**src/logic/speaker_diag_consts.svh**
```systemverilog
`ifndef SPEAKER_DIAG_CONSTS_SVH
`define SPEAKER_DIAG_CONSTS_SVH

// clock rate and measurement window
`define CLK_SYS_MHZ 250
`define DIAG_MEAS_TIME_NS 1000
`define DIAG_MEAS_CYCLES ((`DIAG_MEAS_TIME_NS * `CLK_SYS_MHZ) / 1000)
`define DIAG_CNT_W 10

// status byte count and index width
`define DIAG_BYTE_COUNT 4
`define DIAG_IDX_W 3

// common channel field positions (all four bytes)
`define FLD_PERMANENT 4
`define FLD_SHORT_LOAD 3
`define FLD_OPEN_OFFSET 2
`define FLD_SHORT_VCC 1
`define FLD_SHORT_GND 0

// spare bits of individual bytes
`define FLD_THERMAL_WARN 7
`define FLD_CYCLE_DONE 6
`define FLD_OFFSET_ACTIVE 7
`define FLD_STANDBY_ECHO 7
`define FLD_DIAG_EN_ECHO 6

// reset value of every status byte and of the read data
`define DIAG_BYTE_RESET 8'h00

`endif

```
**src/logic/speaker_diag_pkg.sv**
```systemverilog
package speaker_diag_pkg;

   // raw fault levels of one channel, as seen by the analog comparators
   typedef struct packed {
      logic shortLoad;
      logic openLoad;
      logic offset;
      logic shortVcc;
      logic shortGnd;
   } chan_fault_t;

   // qualified result of one channel for one diagnostic cycle
   typedef struct packed {
      logic permanent;
      logic shortLoad;
      logic openOrOffset;
      logic shortVcc;
      logic shortGnd;
   } chan_result_t;

   // read transfer events from the serial protocol engine
   typedef struct packed {
      logic start;
      logic next;
      logic stop;
   } read_ctl_t;

   // settings last written by the host
   typedef struct packed {
      logic diagEnable;
      logic offsetEnable;
      logic standbyOff;
   } host_cfg_t;

   typedef enum logic [1:0] {
      CYC_IDLE,
      CYC_MEASURE,
      CYC_DONE
   } cycle_state_t;

endpackage

```
**src/logic/diag_fault_filter.sv**
```systemverilog
`timescale 1ns/10ps

// keeps a fault only if it stayed present over the whole window
module diag_fault_filter
   import speaker_diag_pkg::*;
(
   // clock and reset
   input wire logic clk_sys,
   input wire logic rst,
   // window control
   input wire logic windowOpen,
   input wire logic windowSample,
   // raw and qualified faults
   input wire chan_fault_t rawFault,
   output chan_fault_t stableFault
);

   // a single dropout during the window clears the bit for this cycle
   always_ff @(posedge clk_sys) begin
      if (rst) begin
         stableFault <= '0;
      end else if (windowOpen) begin
         stableFault <= rawFault;
      end else if (windowSample) begin
         stableFault <= stableFault & rawFault;
      end
   end

endmodule

```
**src/logic/speaker_diag_status_bytes.sv**
```systemverilog
`timescale 1ns/10ps
`include "speaker_diag_consts.svh"

module speaker_diag_status_bytes
   import speaker_diag_pkg::*;
(
   // clock and reset
   input wire logic clk_sys,
   input wire logic rst,
   // host settings from the instruction bytes
   input wire host_cfg_t hostCfg,
   // analog condition inputs, index 0..3 = left front, left rear, right front, right rear
   input wire logic thermalWarn,
   input wire chan_fault_t rawFault [`DIAG_BYTE_COUNT],
   // read transfer events from the protocol engine
   input wire read_ctl_t readCtl,
   // byte to shift out and cycle status
   output logic [7:0] readData,
   output logic readDataValid,
   output logic cycleDone
);

   cycle_state_t cycleState;
   logic [`DIAG_CNT_W-1:0] measCount;
   logic permanentPhase;
   logic offsetPhase;
   logic windowOpen;
   logic windowSample;
   logic readActive;
   logic [`DIAG_IDX_W-1:0] byteIndex;
   chan_fault_t stableFault [`DIAG_BYTE_COUNT];
   chan_result_t chanResult [`DIAG_BYTE_COUNT];
   logic [7:0] snapshot [`DIAG_BYTE_COUNT];
   logic [7:0] next_byte [`DIAG_BYTE_COUNT];

   // packs the channel field layout shared by all four bytes
   function automatic logic [7:0] chan_byte(input chan_result_t r);
      logic [7:0] b;
      b = `DIAG_BYTE_RESET; // undefined bits read zero
      b[`FLD_PERMANENT] = r.permanent;
      b[`FLD_SHORT_LOAD] = r.shortLoad;
      b[`FLD_OPEN_OFFSET] = r.openOrOffset;
      b[`FLD_SHORT_VCC] = r.shortVcc;
      b[`FLD_SHORT_GND] = r.shortGnd;
      return b;
   endfunction

   // a read counts as complete once the stop follows a started read
   logic readComplete;
   logic cycleEnd;
   assign readComplete = readCtl.stop & readActive;

   // all inputs passed in, so the continuous assignment below sees every change
   function automatic logic next_state_measure(input cycle_state_t st, input host_cfg_t cfg,
                                               input logic rdDone);
      logic go;
      go = 1'b0;
      case (st)
         CYC_IDLE: begin
            go = cfg.diagEnable | cfg.offsetEnable;
         end
         CYC_DONE: begin
            go = rdDone & (cfg.diagEnable | cfg.offsetEnable);
         end
         default: begin
            go = 1'b0;
         end
      endcase
      return go;
   endfunction

   // the window opens on the first cycle of a measurement
   assign windowOpen = (cycleState != CYC_MEASURE) && next_state_measure(cycleState, hostCfg, readComplete);
   assign windowSample = (cycleState == CYC_MEASURE);
   // last count of a live window; a defeat on that very edge discards the results
   assign cycleEnd = (cycleState == CYC_MEASURE) && (hostCfg.diagEnable || hostCfg.offsetEnable)
                     && (measCount == `DIAG_CNT_W'(`DIAG_MEAS_CYCLES - 1));

   // one qualifier per channel
   for (genvar ch = 0; ch < `DIAG_BYTE_COUNT; ch++) begin : gFilt
      diag_fault_filter uFilter (
         .clk_sys(clk_sys),
         .rst(rst),
         .windowOpen(windowOpen),
         .windowSample(windowSample),
         .rawFault(rawFault[ch]),
         .stableFault(stableFault[ch])
      );
   end

   // diagnostic cycle sequencer: measure, hold results until a read, then rerun if either diagnostic is still enabled
   always_ff @(posedge clk_sys) begin
      if (rst) begin
         cycleState <= CYC_IDLE;
         measCount <= '0;
      end else begin
         case (cycleState)
            CYC_IDLE: begin
               if (windowOpen) begin
                  cycleState <= CYC_MEASURE;
                  measCount <= '0;
               end
            end
            CYC_MEASURE: begin
               if (!hostCfg.diagEnable && !hostCfg.offsetEnable) begin
                  cycleState <= CYC_IDLE; // defeat aborts an unfinished cycle
               end else if (measCount == `DIAG_CNT_W'(`DIAG_MEAS_CYCLES - 1)) begin
                  cycleState <= CYC_DONE;
               end else begin
                  measCount <= measCount + `DIAG_CNT_W'(1);
               end
            end
            CYC_DONE: begin
               if (readComplete) begin
                  // restart keeps the diagnostics resident
                  cycleState <= windowOpen ? CYC_MEASURE : CYC_IDLE;
                  measCount <= '0;
               end
            end
            default: begin
               cycleState <= CYC_IDLE;
            end
         endcase
      end
   end

   // first finished cycle after enable is turn-on, later ones are permanent
   always_ff @(posedge clk_sys) begin
      if (rst) begin
         permanentPhase <= 1'b0;
      end else if (!hostCfg.diagEnable) begin
         permanentPhase <= 1'b0;
      end else if (cycleEnd) begin
         permanentPhase <= 1'b1;
      end
   end

   // offset mode is fixed for the whole cycle when the window opens
   always_ff @(posedge clk_sys) begin
      if (rst) begin
         offsetPhase <= 1'b0;
      end else if (windowOpen) begin
         offsetPhase <= hostCfg.offsetEnable;
      end
   end

   // results land only at the end of a full window
   always_ff @(posedge clk_sys) begin
      if (rst) begin
         for (int ch = 0; ch < `DIAG_BYTE_COUNT; ch++) begin
            chanResult[ch] <= '0;
         end
      end else if (cycleEnd) begin
         for (int ch = 0; ch < `DIAG_BYTE_COUNT; ch++) begin
            chanResult[ch].permanent <= permanentPhase;
            chanResult[ch].shortLoad <= stableFault[ch].shortLoad & rawFault[ch].shortLoad;
            chanResult[ch].shortVcc <= stableFault[ch].shortVcc & rawFault[ch].shortVcc;
            chanResult[ch].shortGnd <= stableFault[ch].shortGnd & rawFault[ch].shortGnd;
            if (offsetPhase) begin
               chanResult[ch].openOrOffset <= stableFault[ch].offset & rawFault[ch].offset;
            end else if (!permanentPhase) begin
               chanResult[ch].openOrOffset <= stableFault[ch].openLoad & rawFault[ch].openLoad;
            end else begin
               chanResult[ch].openOrOffset <= 1'b0; // open load is not seen while playing
            end
         end
      end
   end

   // cycle-done flag holds until a read completes, then drops whether or not a new cycle starts
   always_ff @(posedge clk_sys) begin
      if (rst) begin
         cycleDone <= 1'b0;
      end else begin
         cycleDone <= cycleEnd || (cycleState == CYC_DONE && !readComplete);
      end
   end

   // byte images, in left front, left rear, right front, right rear order
   always_comb begin
      for (int ch = 0; ch < `DIAG_BYTE_COUNT; ch++) begin
         next_byte[ch] = chan_byte(chanResult[ch]);
      end
      next_byte[0][`FLD_THERMAL_WARN] = thermalWarn;
      next_byte[0][`FLD_CYCLE_DONE] = cycleDone;
      next_byte[1][`FLD_OFFSET_ACTIVE] = hostCfg.offsetEnable;
      next_byte[2][`FLD_STANDBY_ECHO] = hostCfg.standbyOff;
      next_byte[2][`FLD_DIAG_EN_ECHO] = hostCfg.diagEnable;
   end

   // all four bytes frozen together so one read is self-consistent
   always_ff @(posedge clk_sys) begin
      if (rst) begin
         for (int ch = 0; ch < `DIAG_BYTE_COUNT; ch++) begin
            snapshot[ch] <= `DIAG_BYTE_RESET;
         end
      end else if (readCtl.start) begin
         for (int ch = 0; ch < `DIAG_BYTE_COUNT; ch++) begin
            snapshot[ch] <= next_byte[ch];
         end
      end
   end

   // read pointer: start loads byte one, each acked byte advances
   always_ff @(posedge clk_sys) begin
      if (rst) begin
         readActive <= 1'b0;
         byteIndex <= '0;
      end else if (readCtl.start) begin
         readActive <= 1'b1;
         byteIndex <= '0;
      end else if (readCtl.stop) begin
         readActive <= 1'b0;
      end else if (readActive && readCtl.next && byteIndex != `DIAG_IDX_W'(`DIAG_BYTE_COUNT)) begin
         byteIndex <= byteIndex + `DIAG_IDX_W'(1);
      end
   end

   // shift-out byte; beyond the fourth byte the bus sees zeros
   always_ff @(posedge clk_sys) begin
      if (rst) begin
         readData <= `DIAG_BYTE_RESET;
         readDataValid <= 1'b0;
      end else if (readCtl.start) begin
         readData <= next_byte[0];
         readDataValid <= 1'b1;
      end else if (readCtl.stop) begin
         readData <= `DIAG_BYTE_RESET;
         readDataValid <= 1'b0;
      end else if (readActive && readCtl.next) begin
         if (byteIndex < `DIAG_IDX_W'(`DIAG_BYTE_COUNT - 1)) begin
            readData <= snapshot[byteIndex[1:0] + 2'd1];
            readDataValid <= 1'b1;
         end else begin
            readData <= `DIAG_BYTE_RESET;
            readDataValid <= 1'b0;
         end
      end
   end

endmodule

```
**config.mk**
```make
export PLATFORM = sky130hd
export DESIGN_NAME = speaker_diag_status_bytes
export DESIGN_NICKNAME = d
export VERILOG_FILES = /design/src/logic/speaker_diag_pkg.sv /design/src/logic/diag_fault_filter.sv /design/src/logic/speaker_diag_status_bytes.sv
export VERILOG_INCLUDE_DIRS = /design/src /design/src/logic
export SDC_FILE = /design/constraint.sdc
export NUM_CORES = 1
export LEC_CHECK = 0
export BUFFER_PORTS_ARGS = -buffer_cell sky130_fd_sc_hd__buf_2
export CAP_MARGIN = 40
export CORE_MARGIN = 3
export CORE_UTILIZATION = 59
export CTS_CLUSTER_SIZE = 16
export DETAILED_ROUTE_END_ITERATION = 8
export PLACE_DENSITY = 0.88
export SYNTH_ARGS = -nofsm -noshare
export SYNTH_HDL_FRONTEND = slang
export SYNTH_SLANG_ARGS = --single-unit
```
**constraint.sdc**
```tcl
create_clock -name clk_sys -period 3.8 [get_ports clk_sys]
set_input_delay 0.19 -clock clk_sys [delete_from_list [all_inputs] [get_ports clk_sys]]
set_output_delay 0.19 -clock clk_sys [all_outputs]
set_load 0.05 [all_outputs]
```
* After elaboration in Yosys (flattened, before gate mapping)
Memories as Yosys holds them, arrays and structs flattened.
Cells that the tools add are included.
** Operators by class
- $add $sub $neg :: 3
- $lt $le $gt $ge :: 1
- Equality and inequality tests :: 10
- Muxes and demuxes :: 84
- Bitwise gates (word level) :: 61
- Reduce and logical (&&, ||, !) cells :: 23
** Operator list (number)
- $mux 1 :: 57
- $mux 10 :: 4
- $mux 5 :: 8
- $or 1x1->1 :: 33
- $mux 8 :: 4
- $pmux 10 s3 :: 1
- $mux 7 :: 4
- $and 1x1->1 :: 22
- $and 5x5->5 :: 4
- $add 10x1->10 const B :: 1
- $eq 10x8->1 const B :: 1
- $mux 2 :: 4
- $ne 2x2->1 const B :: 4
- $logic_and 1x1->1 :: 7
- $ne 3x3->1 const B :: 2
- $pmux 2 s3 :: 1
- $reduce_bool 3->1 :: 2
- $reduce_and 5->1 :: 1
- $reduce_bool 2->1 :: 2
- $reduce_or 2->1 :: 2
- $add 3x1->3 const B :: 1
- $logic_not 1->1 :: 3
- $lt 3x2->1 const B :: 1
- $reduce_and 3->1 :: 1
- 10 further kinds :: 12
** Storage, ports and cells
- Flip-flop bits (word level) :: 48
- Bits in writable memories :: 48
- Bits of input ports :: 29
- Output and inout port bits :: 10
- Memories kept :: 2
** Memory list
- snapshot :: words 4, bits a word 7, rd ports 1, clocked after memory_dff 0, write ports 4, line speaker_diag_status_bytes.sv:33 : logic [7:0] snapshot [`DIAG_BYTE_COUNT];
- chanResult :: words 4, bits a word 5, rd ports 4, clocked after memory_dff 0, write ports 4, line speaker_diag_status_bytes.sv:32 : chan_result_t chanResult [`DIAG_BYTE_COUNT];

* Longest topological paths before layout
- Word-level depth :: 9
- Mapped depth :: 8
- Gate-level depth less buffers :: 6

* Modules after synthesis
A second synthesis with hierarchy kept.
** Second synthesis, totals
- Cells, all modules :: 323
- Area total of the unflattened synthesis :: 3773.6 µm²
** By module, submodules not included
- speaker_diag_status_bytes :: times used 1, cells an instance 275, area an instance 3088.0 µm², sequential area each 1771.7 µm²
- diag_fault_filter :: times used 4, cells an instance 12, area an instance 171.4 µm², sequential area each 100.1 µm²

* Worst setup path after synthesis
Ideal clock, no wire load.
- Path type :: register -> register
- From :: register measCount[0]
- To :: memory chanResult[0][0] (netlist bit), enable pin
- Setup time :: 361 ps
- Data arrival time :: 1624 ps
- Data required time :: 3439 ps
- Path slack :: 1815 ps
- Cell stages (with the launch flop) :: 7
- Path buffers :: 1
- Path through :: dfxtp_1 -> ha_1 -> nand4bb_1 -> nor4_1 -> clkbuf_2 -> o21ai_1 -> nand2_1
** RTL lines
- from (decl) :: line speaker_diag_status_bytes.sv:24 : logic [`DIAG_CNT_W-1:0] measCount;
- from (signal assigned) :: line speaker_diag_status_bytes.sv:110 : measCount <= measCount + `DIAG_CNT_W'(1);
- to (decl) :: line speaker_diag_status_bytes.sv:32

* Final worst setup path
- From :: register cycleState[1]
- To :: register gFilt[1].uFilter.stableFault[0] (netlist name)
** Between the ends
- Word-level cells in the longest chain between the ends :: 4
- Elaborated cells between the ends (all ways) :: 8
** RTL lines
- from (decl) :: line speaker_diag_status_bytes.sv:23 : cycle_state_t cycleState;
- from (signal assigned) :: line speaker_diag_status_bytes.sv:116 : cycleState <= windowOpen ? CYC_MEASURE : CYC_IDLE;
- $eq 2x2->1 or $logic_not 2->1 (tied branches) :: line speaker_diag_status_bytes.sv:58 : case (st)
- $pmux 1 s2 :: line speaker_diag_status_bytes.sv:58
- $logic_and 1x1->1 :: line speaker_diag_status_bytes.sv:73 : assign windowOpen = (cycleState != CYC_MEASURE) && next_state_measure(cycleState, hostCfg, readComplete);
- $mux 5 or $reduce_bool 2->1 (tied branches)
Several ways; a longest one is shown, not always the timed one.
A chain may end at the register's enable or synchronous reset.

==> metrics.yaml <==
status: "finished clean"
antenna_found_initial: 0
async_flop_share_pct: 0
regArea_sq_mm: 0.00217
yosysWarnings: 0
port_buffers: 37
ys_seq_area_share_pct: 59.1
n_antenna_cell: 0
arrival_ps: 2480
setup_viol: 0
crit_path_max_incr_delay_ps: 570
die_w_um: 84.9
final_common_cell: "dfxtp_1"
cts_resized: 0
grt_pass1_wl_mm: 11.8
finalCriticalPeriod_ps: 2180
critPathMaxFanout: 21
cts_sinks: 88
core_area_sq_mm: 0.00599
antenna_left: 0
clockRootBuffer: "clkbuf_8"
rsz0062_at_grt: "false"
hp-class: "in -> reg"
synth_nets: 349
slew_violations: 0
drt_iter0_markers: 170
powerDensity_mw_per_mm2: 469
clkTransAtPathRegs_ps: 90
fillerInstances: 426
rows: 28
start_util_pct: 61.4
worstMarginPinSlew_ps: 746
hold_viol: 0
max_freq_mhz: 459
grt_overflow: 0
grt_max_degree: 32
endpoint_kind: "register"
dieArea_sq_mm: 0.00722
p_int_w: 0.00149
grt_usage_pct: 20.6
netlist_top_cells_area: "edfxtp_1, dfxtp_1, o221a_2"
slew_headroom_pct: 50.2
tritoncts: "built"
synth_area_sq_mm: 0.00368
yosysTopAreaCell: "edfxtp_1"
grt_pass1_vias: 2448
setup_tns_ps: 0
final_nets: 382
syn_inst: 316
skew_ps: 6.16
num_io_pins: 39
postCtsSetupRepairBufs: 0
crit_chain: "a21boi_0 -> nor3_2 -> buf_4 -> nor2_1 -> buf_6 -> o221a_2"
synth-seq-cells: 88
insertion_delay_ps: 350
wire_per_inst_um: 16.0
holdBufCountCts: 0
drt_pass1_iterations: 4
yosysUniqueCellTypes: 47
p_switching_w: 0.000459
avgSynthCellArea_sq_um: 11.6
drive_gt1_share_pct: 25.1
fin_crit_sh_pct: 57.4
p_sw_share_pct: 23.5
start_kind: "register"
p_leak_nw: 1.63
layout_common_cells: "dfxtp_1, edfxtp_1, buf_2"
synth_top_cell_area_share_pct: 33.5
cp_data_required_time_ps: 4100
multiInputGateArea_sq_mm: 0.00139
maxCapViolCount: 0
vias: 2527
critPathSlowestCell: "nor2_1"
htree_levels: 3
dp_hpwl_mm: 4.86
pwr-share-clk_pct: 36.3
cts_made_buffers: 9
vdd_drop_max_mv: 0.422
area_delta_synth_final_pct: 13.1
gp_congestion: 0.824
combPwrFrac_pct: 8.6
detail_route.vias_per_cell: 5.89
ctsLongestPathBuffers: 2
die_h_um: 84.9
synthFlopType: "dfxtp_1"
drcViolationCount: 0
whs_ps: 114
worstSetupPathType: "reg -> reg"
seqPwrFrac_pct: 55.0
routed_wl_mm: 6.89
synth_enable_flop_cells: 41
[sequential cells by signal (all words and copies together) (netlist names)]
signal / flops
permanentPhase: 1
measCount: 10
cycleState: 2
readActive: 1
cycleDone: 1
chanResult: 18
byteIndex: 3
readData: 7
readDataValid: 1
offsetPhase: 1
gFilt.uFilter.stableFault: 20
snapshot: 23
[critical path: cells and delay by family (launching register included)]
kind	cells	cell delay [ps]
simple gates	2	640
compound gates	2	620
buf+inv	2	450
flops	1	420
[metrics by stage]
step	setup WS [ps]	area, sq um	instances	utilization, %	power (W)
final	1620	4160	429	69.4	0.00195
after floorplan	1810	3680	316	-	0.00121
after global placement	1450	3890	411	65.0	0.00125
after detailed placement	1600	3930	413	65.6	0.00126
after CTS	1600	4160	429	69.4	0.00197
after global routing	1380	4160	429	69.4	0.00203
[cells in the mapped netlist (2+ instances only)]
cell type,instances
mux2_2,2
nand2_1,19
dfxtp_1,47
xor2_1,3
a21oi_1,12
nor2b_1,3
nor2_1,28
inv_1,9
o211ai_1,2
or3_1,4
xnor2_1,5
a21boi_0,2
mux4_2,4
nand3_1,5
a31oi_1,10
and3_1,15
nor4bb_1,3
o21ai_0,13
or2_2,2
mux2i_1,2
clkbuf_1,11
ha_1,4
nor3_1,2
a2111oi_2,2
nand4_1,3
o2111ai_1,2
and2_1,17
o221a_2,20
a211oi_1,2
edfxtp_1,41
buf_2,6
[layout make-up]
class | instances | area share (%)
Sequential cell | 88 | 52.2
Inverter | 9 | 0.812
Timing Repair Buffer | 41 | 5.75
Clock buffer | 9 | 2.98
Clock inverter | 7 | 2.50
Multi-Input combinational cell | 200 | 33.5
Tap cell | 75 | 2.26
[cell families after synthesis]
group	count (synthesis)	synth area share, %
buffers and inverters	28	3.20
AOI/OAI and AO/OA	72	15.3
and+or+nand+nor	107	15.4
DFF	88	59.1
adders and majority gates	4	1.36
xor gates and xnor gates	8	1.91
muxes	8	3.61
other	1	0.102
[power by group through the flow]
| stage | combinational, W | clock (W) | sequential (W) |
|---|---|---|---|
| floorplan | 0.000101 | 0 | 0.00110 |
| detailed placement | 0.000167 | 0 | 0.00110 |
| CTS | 0.000169 | 0.000725 | 0.00107 |
| finish | 0.000169 | 0.000709 | 0.00107 |
| global placement | 0.000156 | 0 | 0.00109 |
| global route | 0.000185 | 0.000769 | 0.00108 |
[per-layer routing]
metal  part of all wire (%)  GRT usage, %  routed length [um]  vias to the layer above
met5                      0             0                   0                        -
met4                    1.4          7.77                  98                        0
met2                     49          32.4                3360                       84
li1                       -             -                   -                     1247
met1                     45          27.7                3090                     1188
met3                    4.9          5.34                 340                        8
[final timing paths]
| kind | start | endpoint | slack, ps | cells after the start |
|---|---|---|---|---|
| hold / removal | rawFault[13] | gFilt[1].uFilter.stableFault[3] | 110 | 2 |
| hold reg to reg | chanResult[2][2] | snapshot[2][2] | 520 | 1 |
| setup / recovery | cycleState[1] | gFilt[1].uFilter.stableFault[0] | 1620 | 6 |
| setup reg to reg | cycleState[1] | gFilt[1].uFilter.stableFault[0] | 1620 | 6 |
Power figures use the tool's default switching activity.
